$ cat src/rcf_defs.svh
// constants for the reset cause flags block
// Overview of operation
// - enter reset on any listed cause
// - power-up delay lengthens power-on/brown-out reset
// - one register holds a flag per cause except prog_exit; low_power_brownout shares bit 0 with brown-out
// - bit 7 set on stack overflow
// - bit 6 set on stack underflow
// - bit 5 reads zero, ignores writes
// - bit 4 cleared on watchdog reset
// - bit 3 one until pin reset
// - pin reset clears pin reset flag
// - bit 2 cleared by reset instruction
// - bit 1 cleared on power-on reset
// - bit 0 cleared on brown-out reset
`ifndef RCF_DEFS_SVH
`define RCF_DEFS_SVH
`define RCF_ADDR_CAUSE     4'h0
`define RCF_ADDR_CTRL      4'h1
`define RCF_ADDR_IRQ_STAT  4'h2
`define RCF_ADDR_IRQ_CLR   4'h3
`define RCF_ADDR_IRQ_EN    4'h4
`define RCF_BIT_STACK_OVERFLOW_FLAG     7
`define RCF_BIT_STACK_UNDERFLOW_FLAG     6
`define RCF_BIT_WDOG       4
`define RCF_BIT_PIN        3
`define RCF_BIT_INSTR      2
`define RCF_BIT_PWRON      1
`define RCF_BIT_BROWN      0
`define RCF_CAUSE_WMASK    8'hDF
`define RCF_CAUSE_POR_VAL  8'h1C
`define RCF_DELAY_NS       64000
`define RCF_CLK_NS         100
`define RCF_DELAY_CYC      ((`RCF_DELAY_NS + `RCF_CLK_NS - 1) / `RCF_CLK_NS)
`endif

$ cat src/rcf_pkg.sv
// types for the reset cause flags block
package rcf_pkg;
	typedef struct packed {
		logic power_on;
		logic brownout;
		logic low_power_brownout;
		logic pin;
		logic watchdog;
		logic instr;
		logic stack_over;
		logic stack_under;
		logic prog_exit;
	} rcf_cause_type;
	typedef enum logic [2:0] {
		RCF_RUN   = 3'b001,
		RCF_HOLD  = 3'b010,
		RCF_DELAY = 3'b100
	} rcf_state_type;
endpackage : rcf_pkg

$ cat src/rcf_reset_cause.sv
// reset cause sequencer and flag register
//
// Chosen here: the register addresses and the plain strobed port.
`timescale 1ns/1ps
`include "rcf_defs.svh"
module rcf_reset_cause
	import rcf_pkg::*;
#(
	parameter int DELAY_CYC = `RCF_DELAY_CYC
)
(
	input  wire logic          clk,
	input  wire logic          rst,
	input  rcf_cause_type      cause,
	input  wire logic [3:0]    addr,
	input  wire logic [7:0]    wdata,
	input  wire logic          wr,
	input  wire logic          rd,
	output logic      [7:0]    rdata,
	output logic               dev_reset,
	output logic               irq
);
	if (DELAY_CYC < 1)
	begin : g_bad_delay
		$error("delay must be at least one cycle");
	end

	rcf_state_type state_reg, state_next;
	logic [31:0]   cnt_reg, cnt_next;
	logic [7:0]    cause_reg, cause_next;
	logic          delay_en_reg, delay_en_next;
	logic [7:0]    stat_reg, stat_next;
	logic [7:0]    en_reg, en_next;
	logic [7:0]    rdata_reg, rdata_next;
	logic          dres_reg, dres_next;
	logic          irq_reg, irq_next;
	logic          any_cause, power_evt;
	logic [7:0]    evt;

	always_comb
	begin
		power_evt = cause.power_on | cause.brownout | cause.low_power_brownout;
		any_cause = power_evt | cause.pin | cause.watchdog | cause.instr
			| cause.stack_over | cause.stack_under | cause.prog_exit;
		evt = {cause.stack_over, cause.stack_under, 1'b0, cause.watchdog,
			cause.pin, cause.instr, cause.power_on, cause.brownout};
	end

	// reset sequencer
	always_comb
	begin
		state_next = state_reg;
		cnt_next   = cnt_reg;
		case (state_reg)
			RCF_RUN:
			begin
				cnt_next = 32'h0000_0000;
				if (any_cause)
				begin
					if (power_evt && delay_en_reg)
						state_next = RCF_DELAY;
					else
						state_next = RCF_HOLD;
				end
			end
			RCF_HOLD:
			begin
				cnt_next = 32'h0000_0000;
				if (power_evt && delay_en_reg)
					state_next = RCF_DELAY;
				else if (!any_cause)
					state_next = RCF_RUN;
			end
			RCF_DELAY:
			begin
				if (power_evt)
					cnt_next = 32'h0000_0000;
				else if (cnt_reg >= 32'(DELAY_CYC - 1))
					state_next = RCF_RUN;
				else
					cnt_next = cnt_reg + 32'h0000_0001;
			end
			default:
				state_next = RCF_HOLD;
		endcase
		dres_next = (state_next != RCF_RUN);
	end

	// cause flags, control and interrupt registers
	always_comb
	begin
		cause_next    = cause_reg;
		delay_en_next = delay_en_reg;
		en_next       = en_reg;
		stat_next     = stat_reg | (evt & `RCF_CAUSE_WMASK);
		if (wr && addr == `RCF_ADDR_CAUSE)
			cause_next = wdata & `RCF_CAUSE_WMASK;
		else if (wr && addr == `RCF_ADDR_CTRL)
			delay_en_next = wdata[0];
		else if (wr && addr == `RCF_ADDR_IRQ_CLR)
			stat_next = (stat_reg & ~wdata) | (evt & `RCF_CAUSE_WMASK);
		else if (wr && addr == `RCF_ADDR_IRQ_EN)
			en_next = wdata & `RCF_CAUSE_WMASK;
		if (power_evt)
		begin
			cause_next = `RCF_CAUSE_POR_VAL;
			if (cause.power_on)
			begin
				cause_next[`RCF_BIT_PWRON] = 1'b0;
				cause_next[`RCF_BIT_BROWN] = 1'b0;
			end
			else
			begin
				cause_next[`RCF_BIT_PWRON] = cause_reg[`RCF_BIT_PWRON];
				cause_next[`RCF_BIT_BROWN] = 1'b0;
			end
		end
		if (cause.stack_over)
			cause_next[`RCF_BIT_STACK_OVERFLOW_FLAG] = 1'b1;
		if (cause.stack_under)
			cause_next[`RCF_BIT_STACK_UNDERFLOW_FLAG] = 1'b1;
		if (cause.watchdog)
			cause_next[`RCF_BIT_WDOG] = 1'b0;
		if (cause.pin)
			cause_next[`RCF_BIT_PIN] = 1'b0;
		if (cause.instr)
			cause_next[`RCF_BIT_INSTR] = 1'b0;
		cause_next[5] = 1'b0;
		irq_next = |(stat_next & en_next);
	end

	// read port
	always_comb
	begin
		rdata_next = 8'h00;
		if (rd && addr == `RCF_ADDR_CAUSE)
			rdata_next = cause_reg;
		else if (rd && addr == `RCF_ADDR_CTRL)
			rdata_next = {7'h00, delay_en_reg};
		else if (rd && addr == `RCF_ADDR_IRQ_STAT)
			rdata_next = stat_reg;
		else if (rd && addr == `RCF_ADDR_IRQ_EN)
			rdata_next = en_reg;
	end

	always_ff @(posedge clk or posedge rst)
	begin
		if (rst)
		begin
			state_reg    <= RCF_HOLD;
			cnt_reg      <= 32'h0000_0000;
			cause_reg    <= `RCF_CAUSE_POR_VAL;
			delay_en_reg <= 1'b1;
			stat_reg     <= 8'h00;
			en_reg       <= 8'h00;
			rdata_reg    <= 8'h00;
			dres_reg     <= 1'b1;
			irq_reg      <= 1'b0;
		end
		else
		begin
			state_reg    <= state_next;
			cnt_reg      <= cnt_next;
			cause_reg    <= cause_next;
			delay_en_reg <= delay_en_next;
			stat_reg     <= stat_next;
			en_reg       <= en_next;
			rdata_reg    <= rdata_next;
			dres_reg     <= dres_next;
			irq_reg      <= irq_next;
		end
	end

	assign rdata     = rdata_reg;
	assign dev_reset = dres_reg;
	assign irq       = irq_reg;
endmodule : rcf_reset_cause

$ cat config.mk
export PLATFORM = sky130hd
export DESIGN_NAME = rcf_reset_cause
export DESIGN_NICKNAME = d
export VERILOG_FILES = /design/src/rcf_pkg.sv /design/src/rcf_reset_cause.sv
export VERILOG_INCLUDE_DIRS = /design/src
export SDC_FILE = /design/constraint.sdc
export NUM_CORES = 1
export LEC_CHECK = 0
export ABC_AREA = 1
export BUFFER_PORTS_ARGS = -buffer_cell sky130_fd_sc_hd__buf_4
export CORE_MARGIN = 10
export CORE_UTILIZATION = 58
export CTS_CLUSTER_SIZE = 20
export DETAILED_ROUTE_END_ITERATION = 8
export PLACE_DENSITY = 0.79
export SYNTH_ARGS = -nofsm -noshare
export SYNTH_HDL_FRONTEND = slang
export SYNTH_SLANG_ARGS = --single-unit
$ cat constraint.sdc
create_clock -name clk -period 2.5 [get_ports clk]
set_input_delay 0.125 -clock clk [delete_from_list [all_inputs] [get_ports clk]]
set_output_delay 0.125 -clock clk [all_outputs]
set_load 0.005 [all_outputs]
---- Yosys cells after proc, flatten, opt, wreduce, memory -nomap -nowiden ----
Cells that the tools add are included.
operators by class
  $add $sub $neg .......................... 1
  bitwise logic cells ..................... 14
  reduce and logical (&&, ||, !) cells .... 22
  $lt $le $gt $ge ......................... 1
  equality and inequality tests ........... 10
  multiplexer cells ....................... 29
operator list
  operator                                                                               count
  8-bit 2-to-1 mux                                                                       13
  32-bit 2-to-1 mux                                                                      2
  32-bit one-hot mux with 2 select lines                                                 1
  32-bit by 1-bit adder with 32-bit output, second input constant                        1
  32-bit by 10-bit greater-or-equal comparator with 1-bit output, second input constant  1
  3-bit 2-to-1 mux                                                                       6
  8-bit AND                                                                              2
  8-bit OR                                                                               2
  3-bit nonzero test                                                                     5
  1-bit logical AND                                                                      9
  3-bit one-hot mux with 3 select lines                                                  1
  4-bit by 2-bit equality test with 1-bit output, second input constant                  2
  8-bit NOT                                                                              1
  1-bit OR                                                                               8
  8-bit OR reduction                                                                     1
  2-bit AND reduction                                                                    3
  1-bit 2-to-1 mux                                                                       5
  4-bit by 1-bit equality test with 1-bit output, second input constant                  1
  4-bit by 3-bit equality test with 1-bit output, second input constant                  1
  4-bit zero test                                                                        1
  2-bit nonzero test                                                                     2
  3-bit by 1-bit equality test with 1-bit output, second input constant                  1
  3-bit by 2-bit equality test with 1-bit output, second input constant                  1
  3-bit equality test, second input constant                                             1
  other kinds (6)                                                                        6
storage, ports and cells
  input port bits ......................... 25
  register bits after elaboration ......... 69
  word-level logic and storage cells ...... 92
  output and inout port bits .............. 10

---- Logic depth before layout (Yosys ltp) ----
Gate-level depths: netlist of run 1.
  depth in word-level cells ............... 12
  depth in mapped cells ................... 11
  gate-level depth less buffers ........... 11

---- Least setup slack after synthesis of run 1 ----
Ideal clock, no wire load.
  path kind ............................... reg-to-reg
  from .................................... register cnt_reg[0]
  to ...................................... register cnt_reg[3]
  data required time ...................... 2383 ps
  setup time .............................. 117 ps
  cell stages (with the launch flop) ...... 12
  path buffers ............................ 1
  arrival ................................. 1358 ps
  clock period less this slack ............ 1474 ps
  slack ................................... 1026 ps
  path through ............................ dfrtp_1 ha_1 nand2_1 nor2_2 nand3_1 nand2_1 nand2_1 nand2_1 nand2_2 buf_2 nand3_1 nand2_1
on the way
  longest elaborated chain between the ends .. 4
  elaborated cells between the ends (all ways) .. 7
  classes of those cells .................. add/sub (1); order compare (1); eq/ne (1); mux (3); reduce/logical (1)
RTL lines
  element                                   line                    RTL
  from (decl)                               rcf_reset_cause.sv:29   logic [31:0] cnt_reg, cnt_next;
  from (signal assigned)                    rcf_reset_cause.sv:163  cnt_reg <= cnt_next;
  32-bit by 1-bit adder with 32-bit output  rcf_reset_cause.sv:81   cnt_next = cnt_reg + 32'h0000_0001;
  32-bit 2-to-1 mux                         rcf_reset_cause.sv:78   else if (cnt_reg >= 32'(DELAY_CYC - 1))
  32-bit 2-to-1 mux                         rcf_reset_cause.sv:76   if (power_evt)
  32-bit one-hot mux with 2 select lines    rcf_reset_cause.sv:54   case (state_reg)
Several ways; a longest one is shown, not always the timed one. The select of a mux whose other input is x is not followed.
A chain may end at the register's enable or synchronous reset.

---- Worst setup path in the final report of run 1 ----
  from .................................... register cnt_reg[0]
  to ...................................... register cnt_reg[2]
Same word-level chain as after synthesis.

==> reports/qor.yml, run 1 <==
die:
  rows: 26
  chipHeight_um: 93.9
  dieArea_um2: 8810
  core_um2: 5200
  start_util_pct: 60.8
  die_w_um: 93.9
  io_pins: 35
yosys:
  synth.distinct_cells: 33
  ys_top_cells_by_area: "dfrtp_1 (50%), nand2_1 (11%), inv_1 (6.2%)"
  async_reset_ff_share_pct: 100
  synth_largest_area_cell: "dfrtp_1"
  seq_area_frac_synth_pct: 54.8
  synth_seq_cells: 69
  synthCells: 368
  yosysWarnings: 0
  synth_edf_count: 0
  yosysTopAreaCellShare_pct: 49.8
  syn_nets: 394
  syn_area_per_cell_um2: 8.60
  synth_ff_type: "dfrtp_1"
  synthesis.area_um2: 3160
place:
  place.gp.congestion: 0.853
  dp_hpwl_um: 4690
  pre_cts_ws_ns: 0.642
  io_buffers: 34
global_route:
  globalRoute.totalOverflow: 0
  grt_start_max_net_pins: 37
  grt_use_total_pct: 15.8
  first_global_vias: 2405
  antenna_found_initial: 0
  grt_pass1_wl_um: 11200
power:
  p_per_area_nw_per_um2: 672
  combPwrFrac_pct: 15.2
  p_leak_uw: 0.00195
  swShare_pct: 29.1
  pwr-share-clk_pct: 36.2
  p_sw_uw: 729
  ir_worst_vdd_uv: 431
  seq_power_share_pct: 48.7
  internal_power_uw: 1770
layout:
  syn2layout_area_growth_pct: 17.7
  antenna_cells: 0
  layout.nets: 438
  fillers: 397
  register_area_um2: 1730
  multi_input_area_um2: 1180
  largest_reg_flops: 32
  drive_gt1_share_pct: 16.3
detailed_routing:
  vias_per_cell: 5.20
  drc: 0
  route.met2.wl_um: 2950
  drt_iter0_markers: 189
  drt_pass1_iterations: 4
  wirelength_um: 6550
  wl_met1_um: 3060
  wl_per_cell_um: 13.5
  routed-wl-met3_um: 423
  route.top_layer_used: "met4"
  antenna_left: 0
  vias: 2531
cts:
  clk_latency_ns: 0.34
  path_clk_slew_ns: 0.08
  cts.sink_count: 69
  root_buffer: "clkbuf_8"
  cts_hold_buf: 5
  cts_tree: "yes"
  h-tree-depth: 3
  clock_path_buffers: 2
  numCtsBuffers: 9
  post_cts_buffers: 0
  cts_resized: 0
timing:
  rsz0062_at_grt: "false"
  setup_tns_ns: 0
  clock_skew_ns: 0.00952
  max_slew_margin_pct: 52.3
  final.period_utilization_pct: 75.9
  tightest_slew_ns: 0.715
  timing.fmax_mhz: 527
  final-setup-viol-count: 0
  layout_setup_ws_ns: 0.602
  hold_viol_final: 0
  drv_slew: 0
  period_needed_ns: 1.90
critical_path:
  cp_data_arrival_time_ns: 2.13
  cp_slowest_cell: "dfrtp_1"
  worstPathRequired_ns: 2.73
  end_kind: "flop"
  path_cells: "ha_1, nand2_1, nor2_2, nand3_1, nand2_1, nand2_1, nand2_1, nand2_2, nand2_2, nand2_1, nand2_1"
  cpPeakStageDelay_ns: 0.42
  cp-start-kind: "flop"
  crit_top_cell: "nand2_1"
  path_class: "reg2reg"
  crit_fanout: 24
worst_hold_path:
  hp-class: "in2reg"
status:
  outcome: "finished, final reports clean"
run:
  max_cap_viol_count: 0
-- critical path, delay by kind of cell (launching register included) --
family        cells  cell delay, ns
flops             1            0.42
simple gates     10            1.15
fa+ha+maj         1            0.23
-- final cells by class --
type                    count  area share, %
clock buffers               9           3.33
clock inverters             7           1.91
inverters                  52           5.24
multi-input cells         239           31.7
flip-flops and latches     69           46.6
well taps                  70           2.35
repair buffers             41           8.94
-- per-layer routing --
layer	GRT usage (%)	up-vias
met4	7.72	0
met2	23.8	61
met1	20.9	1185
met5	0	-
met3	3.76	12
li1	-	1273
-- cell usage in the layout (no fill, tap or decap), types with 5 or more instances in the layout --
| cell type | synthesis | routed |
|---|---|---|
| dfrtp_1 | 63 | 63 |
| buf_4 | 0 | 35 |
| dlygate4sd3_1 | 0 | 5 |
| o21ai_1 | 5 | 5 |
| a21boi_0 | 10 | 10 |
| nor2_1 | 45 | 45 |
| nand3_1 | 16 | 16 |
| dfstp_2 | 6 | 6 |
| clkbuf_8 | 0 | 9 |
| nand2_1 | 92 | 92 |
| nand4_1 | 9 | 9 |
| a21boi_1 | 8 | 8 |
| o21ai_0 | 19 | 19 |
| inv_1 | 52 | 51 |
-- path summary, 6_finish.rpt --
kind | cells after the start | from | endpoint | slack (ns)
min in group asynchronous | 3 | rst | rdata[2] | 0.47
worst max register to register | 11 | cnt_reg[0] | cnt_reg[2] | 0.60
worst min-delay path | 3 | cause[1] | cause_reg[6] | 0.02
max in group asynchronous | 4 | rst | delay_en_reg | 1.33
worst min register to register | 2 | cnt_reg[3] | cnt_reg[3] | 0.48
worst max-delay path | 11 | cnt_reg[0] | cnt_reg[2] | 0.60
-- Yosys cell counts (3+ instances only) --
cell type / number
nand3_1: 16
o221ai_1: 3
buf_6: 3
dfrtp_1: 63
nor2_1: 45
o211ai_1: 3
nand2_1: 92
o21ai_0: 19
a21oi_1: 3
dfstp_2: 6
xor2_1: 3
a221oi_1: 3
inv_1: 52
o21ai_1: 5
nor3_1: 3
clkbuf_1: 3
nand4_1: 9
a21boi_0: 10
a21boi_1: 8
-- cell families (layout without fill, tap and decap cells) --
logic type	after synthesis	in the layout	synth area share [%]
adders and majority gates	1	1	0.395
AOI/OAI and AO/OA	57	57	11.7
xor gates and xnor gates	4	4	1.11
DFF	69	69	54.8
and+or+nand+nor	177	177	24.1
buffers and inverters	60	109	7.91
-- through the flow --
| stage | total power, uW | hold slack, ns | instance area [um2] | util, % | cells |
|---|---|---|---|---|---|
| floorplan | 1480 | 0.163 | 3160 | - | 368 |
| global placement | 1600 | 0.275 | 3480 | 66.9 | 466 |
| detailed placement | 1610 | 0.276 | 3480 | 66.9 | 466 |
| CTS | 2510 | 0.00885 | 3720 | 71.6 | 487 |
| global route | 2630 | 0.0172 | 3720 | 71.6 | 487 |
| finish | 2500 | 0.0188 | 3720 | 71.6 | 487 |
-- power groups by stage --
stage | Clock [uW] | Combinational [uW] | Sequential [uW]
global route | 970 | 434 | 1220
detailed placement | 0 | 372 | 1240
global placement | 0 | 365 | 1240
finish | 904 | 380 | 1220
CTS | 914 | 382 | 1220
floorplan | 0 | 247 | 1230
Note: power is estimated with default switching activity, not from simulation.
==> inputs of run 2 (changes only) <==
==> constraint.sdc (replaced) <==
create_clock -name clk -period 1.9 [get_ports clk]
set_input_delay 0.095 -clock clk [delete_from_list [all_inputs] [get_ports clk]]
set_output_delay 0.095 -clock clk [all_outputs]
set_load 0.005 [all_outputs]
==> run 2 against run 1 <==
Fmax grew 12%. Critical path depth shrank 1. Setup slack lost 0.40 ns. Worst hold slack lost 0.0064 ns. Critical endpoint is now cnt_reg[19]. Highest routed layer unchanged.
==> reports/qor.yml, run 2 (synthesized netlist as in run 1, its figures left out) <==
critical_path:
  crit_top_cell: "nand2_1"  # unchanged
  cp-start-kind: "flop"  # unchanged
  worstPathRequired_ns: 2.16  # was 2.73 ns
  crit_fanout: 18  # was 24
  path_delay_family: "simple AND/OR/NAND/NOR gates"  # unchanged
  rrSetupSlack_ns: 0.21  # was 0.60 ns
  cp_slowest_cell: "dfrtp_1"  # unchanged
  worst-path-buf-inv: 1  # was 0
  cpPeakStageDelay_ns: 0.39  # was 0.42 ns
  path_cells: "ha_1, nand2_1, nor2_2, nand3_1, nand2_1, nand2_1, nand2_1, nand2_2, buf_4, a21boi_0"  # was ha_1, nand2_1, nor2_2, nand3_1, nand2_1, nand2_1, nand2_1, nand2_2, nand2_2, nand2_1, nand2_1
  cp_data_arrival_time_ns: 1.96  # was 2.13 ns
  path_class: "reg2reg"  # unchanged
  end_kind: "flop"  # unchanged
detailed_routing:
  routed-wl-met3_um: 359  # was 423 um
  drc: 0  # unchanged
  antenna_left: 0  # unchanged
  vias_per_cell: 5.21  # was 5.20
  drt_pass1_iterations: 4  # unchanged
  wl_met1_um: 3210  # was 3060 um
  wirelength_um: 6890  # was 6550 um
  route.top_layer_used: "met4"  # unchanged
  wl_per_cell_um: 14.0  # was 13.5 um
  vias: 2562  # was 2531
  route.met2.wl_um: 3190  # was 2950 um
  drt_iter0_markers: 164  # was 189
die:
  die_w_um: 93.9  # unchanged
  chipHeight_um: 93.9  # unchanged
  dieArea_um2: 8810  # unchanged
  rows: 26  # unchanged
  start_util_pct: 60.8  # unchanged
  io_pins: 35  # unchanged
  core_um2: 5200  # unchanged
place:
  dp_hpwl_um: 4820  # was 4690 um
  pre_cts_ws_ns: 0.231  # was 0.642 ns
  place.gp.congestion: 0.868  # was 0.853
  io_buffers: 34  # unchanged
layout:
  layout_commonest_cell: "nand2_1"  # unchanged
  antenna_cells: 0  # unchanged
  syn2layout_area_growth_pct: 20.8  # was 17.7%
  final_cell_mix: "nand2_1 (92), dfrtp_1 (63), inv_1 (51)"  # unchanged
  drive_gt1_share_pct: 16.6  # was 16.3%
  largest_reg_flops: 32  # unchanged
  fillers: 384  # was 397
  layout.nets: 443  # was 438
cts:
  cts_tree: "yes"  # unchanged
  clock_path_buffers: 2  # unchanged
  cts.sink_count: 69  # unchanged
  h-tree-depth: 3  # unchanged
  root_buffer: "clkbuf_8"  # unchanged
  numCtsBuffers: 9  # unchanged
  path_clk_slew_ns: 0.07  # was 0.08 ns
  clk_latency_ns: 0.34  # about the same
timing:
  tightest_slew_ns: 0.371  # was 0.715 ns
  hold_viol_final: 0  # unchanged
  rsz0062_at_grt: "false"  # unchanged
  final-setup-viol-count: 0  # unchanged
  clock_skew_ns: 0.00483  # was 0.00952 ns
  layout_setup_ws_ns: 0.205  # was 0.602 ns
  setup_tns_ns: 0  # unchanged
  max_slew_margin_pct: 75.2  # was 52.3%
  timing.fmax_mhz: 590  # was 527 MHz
  final.period_utilization_pct: 89.2  # was 75.9%
  drv_slew: 0  # unchanged
  period_needed_ns: 1.69  # was 1.90 ns
power:
  p_leak_uw: 0.00199  # was 0.00195 uW
  p_per_area_nw_per_um2: 941  # was 672 nW/um2
  ir_worst_vdd_uv: 670  # was 431 uV
global_route:
  grt_pass1_wl_um: 12000  # was 11200 um
  antenna_found_initial: 0  # unchanged
  grt_start_max_net_pins: 70  # was 37
  globalRoute.totalOverflow: 0  # unchanged
  first_global_vias: 2623  # was 2405
  grt_use_total_pct: 17.0  # was 15.8%
run:
  max_cap_viol_count: 0  # unchanged
worst_hold_path:
  hp-class: "in2reg"  # unchanged
status:
  outcome: "finished, final reports clean"  # unchanged
==> run 2: worst min-delay path, stage by stage <==
cell	delay, ns
buf_4	0.11
inv_1	0.06
a221oi_1	0.08
==> run 2: area by class of cell <==
type                    instances  area [um2]  share of cell area, %
flip-flops and latches         69        1730                   45.4
multi-input cells             239        1180                   30.9
repair buffers                 46         375                   9.82
inverters                      52         195                   5.11
clock buffers                  12         155                   4.06
clock inverters                 4        95.1                   2.49
well taps                      70        87.6                   2.29
==> run 2: worst paths after layout <==
kind,end,startpoint,cells past startpoint
max,cnt_reg[19],cnt_reg[0],10
min,cause_reg[2],wdata[2],3
max reg2reg,cnt_reg[19],cnt_reg[0],10
min reg2reg,cnt_reg[3],cnt_reg[3],2
max in group asynchronous,delay_en_reg,rst,4
min in group asynchronous,rdata[3],rst,4
==> run 2: stage by stage <==
step	hold slack [ns]	total power, uW	cells	utilization, %	cell area, um2
after floorplan	0.133	1950	368	-	3160
after global placement	0.205	2110	468	67.1	3490
after detailed placement	0.208	2120	468	67.1	3490
after CTS	0.00870	3610	491	73.3	3810
after global routing	0.0199	3760	492	73.4	3820
final	0.0124	3600	492	73.4	3820
==> run 2: routing by layer <==
metal,vias to the layer above,global-route usage [%]
li1,1284,-
met2,52,25.7
met1,1214,22.3
met3,12,6.16
met5,-,0
met4,0,4.94
==> run 2: report_power, final <==
| part | internal [uW] | switching (uW) | total, uW |
|---|---|---|---|
| registers | 1560 | 41.7 | 1600 |
| clock network | 942 | 544 | 1490 |
| logic | 167 | 342 | 509 |
| total | 2670 | 928 | 3600 |
==> run 2: timing repair <==
action	in CTS	in global routing
buffers inserted	0	1
hold buffers	7	0
endpoints found under the hold margin	70	0
endpoints found under the setup margin	0	3
resized for setup	0	2
==> inputs of run 3 (changes only) <==
--- a/config.mk
+++ b/config.mk
@@ -6,13 +6,12 @@
 export SDC_FILE = /design/constraint.sdc
 export NUM_CORES = 1
 export LEC_CHECK = 0
-export ABC_AREA = 1
 export BUFFER_PORTS_ARGS = -buffer_cell sky130_fd_sc_hd__buf_4
 export CORE_MARGIN = 10
-export CORE_UTILIZATION = 58
+export CORE_UTILIZATION = 57
 export CTS_CLUSTER_SIZE = 20
 export DETAILED_ROUTE_END_ITERATION = 8
-export PLACE_DENSITY = 0.79
+export PLACE_DENSITY = 0.78
 export SYNTH_ARGS = -nofsm -noshare
 export SYNTH_HDL_FRONTEND = slang
 export SYNTH_SLANG_ARGS = --single-unit
==> run 3 against run 2 <==
Non-clock buffer count is 18 higher. First-iteration DRC count up 1.2%. Critical endpoint is now cnt_reg[1]. Power is 3.4% higher. Worst hold slack better by 0.0015 ns. The run now ends with negative setup slack left. Largest power group unchanged. Clock power shrank 6%. Die area shrank 2.6%. Critical path type unchanged. Highest routed layer unchanged.
==> reports/qor.yml, run 3 <==
critical_path:
  worst-path-buf-inv: 1  # unchanged
  cp_slowest_cell: "or4_4"  # was dfrtp_1
  cp_data_arrival_time_ns: 2.14  # was 1.96 ns
  cpPeakStageDelay_ns: 0.54  # was 0.39 ns
  reg2reg_from: "cnt_reg[21]"  # was cnt_reg[0]
  end_kind: "flop"  # unchanged
  path_cells: "or4_4, nor3_4, nand3_4, a21o_4, buf_6, a22o_1"  # was ha_1, nand2_1, nor2_2, nand3_1, nand2_1, nand2_1, nand2_1, nand2_2, buf_4, a21boi_0
  rrSetupSlack_ns: -0.02  # was 0.21 ns
  crit_start: "cnt_reg[21]"  # was cnt_reg[0]
  cp-start-kind: "flop"  # unchanged
  path_class: "reg2reg"  # unchanged
  path_delay_family: "simple AND/OR/NAND/NOR gates"  # unchanged
  worstPathRequired_ns: 2.12  # was 2.16 ns
  crit_fanout: 7  # was 18
  reg2reg_to: "cnt_reg[1]"  # was cnt_reg[19]
  reg2regPathDepth: 6  # was 10
detailed_routing:
  antenna_left: 0  # unchanged
  drt_pass1_iterations: 5  # was 4
  wirelength_um: 7190  # was 6890 um
  vias_per_cell: 5.80  # was 5.21
  drt_iter0_markers: 166  # was 164
  drc: 0  # unchanged
  vias: 2388  # was 2562
  wl_per_cell_um: 17.4  # was 14.0 um
global_route:
  grt_pass1_wl_um: 11800  # was 12000 um
  grt_use_met2_pct: 26.8  # was 25.7%
  first_global_vias: 2487  # was 2623
  busiest_layer: "met2"  # unchanged
  grt_use_total_pct: 17.2  # was 17.0%
  met3_usage_pct: 5.41  # was 6.16%
  grt_start_max_net_pins: 41  # was 70
  antenna_found_initial: 0  # unchanged
  globalRoute.totalOverflow: 0  # unchanged
  grt.met1_usage_pct: 21.3  # was 22.3%
die:
  io_pins: 35  # unchanged
  chipHeight_um: 92.6  # was 93.9 um
  rows: 26  # unchanged
  start_util_pct: 58.9  # was 60.8%
  core_um2: 5110  # was 5200 um2
  dieArea_um2: 8580  # was 8810 um2
  die_w_um: 92.6  # was 93.9 um
timing:
  tightest_slew_ns: 0.582  # was 0.371 ns
  rsz0062_at_grt: "true"  # was false
  timing.fmax_mhz: 522  # was 590 MHz
  hold_viol_final: 0  # unchanged
  final.period_utilization_pct: 101  # was 89.2%
  layout_setup_ws_ns: -0.0162  # was 0.205 ns
  worst_hold_slack_ns: 0.0139  # was 0.0124 ns
  period_needed_ns: 1.92  # was 1.69 ns
  drv_slew: 0  # unchanged
  clock_skew_ns: 0.00662  # was 0.00483 ns
  final-setup-viol-count: 1  # was 0
  max_slew_margin_pct: 60.9  # was 75.2%
cts:
  post_cts_buffers: 0  # unchanged
  cts_tree: "yes"  # unchanged
  cts.sink_count: 69  # unchanged
  numCtsBuffers: 9  # unchanged
  clock_path_buffers: 2  # unchanged
  root_buffer: "clkbuf_8"  # unchanged
  h-tree-depth: 3  # unchanged
  clk_latency_ns: 0.34  # about the same
  path_clk_slew_ns: 0.07  # about the same
yosys:
  synth.distinct_cells: 50  # was 33
  synth_common_cells: "dfrtp_1 (63), nand2_1 (21), and2_1 (18)"  # was nand2_1 (92), dfrtp_1 (63), inv_1 (52)
  yosysTopAreaCellShare_pct: 52.4  # was 49.8%
  synth_edf_count: 0  # unchanged
  synthesis.area_um2: 3010  # was 3160 um2
  seq_area_frac_synth_pct: 57.7  # was 54.8%
  synth_largest_area_cell: "dfrtp_1"  # unchanged
  synth_ff_type: "dfrtp_1"  # unchanged
  syn_nets: 292  # was 394
  synthCells: 266  # was 368
  async_reset_ff_share_pct: 100  # unchanged
  synth.most_common_cell: "dfrtp_1"  # was nand2_1
  syn_area_per_cell_um2: 11.3  # was 8.60 um2
  yosysWarnings: 0  # unchanged
  ys_top_cells_by_area: "dfrtp_1 (52%), dfstp_2 (5.2%), and2_1 (3.7%)"  # was dfrtp_1 (50%), nand2_1 (11%), inv_1 (6.2%)
  synth_seq_cells: 69  # unchanged
layout:
  syn2layout_area_growth_pct: 30.5  # was 20.8%
  final_cells: 412  # was 492
  drive_gt1_share_pct: 31.4  # was 16.6%
  layout_commonest_cell: "dfrtp_1"  # was nand2_1
  final_cell_mix: "dfrtp_1 (63), buf_4 (50), nand2_1 (21)"  # was nand2_1 (92), dfrtp_1 (63), inv_1 (51)
  final_core_util_pct: 76.8  # was 73.4%
  fillers: 329  # was 384
  largest_reg_flops: 32  # unchanged
  layout.nets: 362  # was 443
status:
  violations: "negative setup slack"
  outcome: "complete, but fails checks"  # was finished, final reports clean
place:
  dp_hpwl_um: 4900  # was 4820 um
  placedCellCount: 383  # was 468
  io_buffers: 34  # unchanged
  place.gp.congestion: 0.854  # was 0.868
worst_hold_path:
  whs_path_depth: 3  # unchanged
  hold_end: "cause_reg[6]"  # was cause_reg[2]
  hold_start: "cause[1]"  # was wdata[2]
  hp-class: "in2reg"  # unchanged
power:
  p_per_area_nw_per_um2: 948  # was 941 nW/um2
  power_uw: 3720  # was 3600 uW
  p_leak_uw: 0.00185  # was 0.00199 uW
  ir_worst_vdd_uv: 626  # was 670 uV
run:
  max_cap_viol_count: 0  # unchanged
-- run 3: final cells by class --
class	instances	area, um2	share of cell area [%]
repair buffers	64	518	13.2
flip-flops and latches	69	1730	44.2
inverters	11	41.3	1.05
clock inverters	6	111	2.84
clock buffers	10	128	3.25
well taps	70	87.6	2.23
diodes	1	2.50	0.0638
multi-input cells	181	1300	33.2
-- run 3: report_power, final --
part	total (uW)	leakage, uW	switching [uW]	internal [uW]
clock network	1400	0.000116	527	872
registers	1630	0.000883	66.8	1560
logic	693	0.000853	402	291
total	3720	0.00185	996	2720
-- run 3: cell families after synthesis --
family          synth area share, %
simple gates                   21.1
flops                          57.7
compound gates                 12.5
buf+inv                        2.50
mux                            5.49
xor+xnor                      0.291
fa+ha+maj                     0.416
-- run 3: per-layer routing --
layer / wire [um] / vias to the layer above
met5: 0 / -
met4: 119 / 0
met3: 440 / 14
met2: 3440 / 72
met1: 3190 / 1191
li1: - / 1111
-- run 3: what timing repair did --
action                     in CTS  in global routing
setup endpoints to repair      12                 27
hold endpoints to repair       75                  0
gates resized for setup         1                 25
hold buffers                   12                  0
pin swaps                       0                 13
-- run 3: worst min-delay path, cell delays in order --
cell	delay, ns
buf_4	0.09
inv_1	0.04
o21ai_0	0.08
-- run 3: worst max-delay path by stage --
stage / slack (ns) / endpoint / depth (start not counted)
2_1_floorplan: -0.02 / cnt_reg[0] / 6
3_3_place_gp: 0.009 / state_reg[0] / 6
3_5_place_dp: -0.04 / state_reg[0] / 6
4_1_cts: -0.02 / cnt_reg[1] / 6
5_1_grt: -0.12 / cnt_reg[4] / 6
6_report: -0.02 / cnt_reg[1] / 6
-- run 3: stage by stage --
| step | TNS [ns] | area, um2 | worst slack [ns] |
|---|---|---|---|
| 2_1_floorplan | -0.0177 | 3020 | -0.0177 |
| 3_3_place_gp | 0 | 3470 | 0.00879 |
| 3_5_place_dp | -0.0619 | 3470 | -0.0414 |
| 4_1_cts | -0.0512 | 3830 | -0.0233 |
| 5_1_grt | -1.60 | 3920 | -0.116 |
| 6_report | -0.0162 | 3920 | -0.0162 |
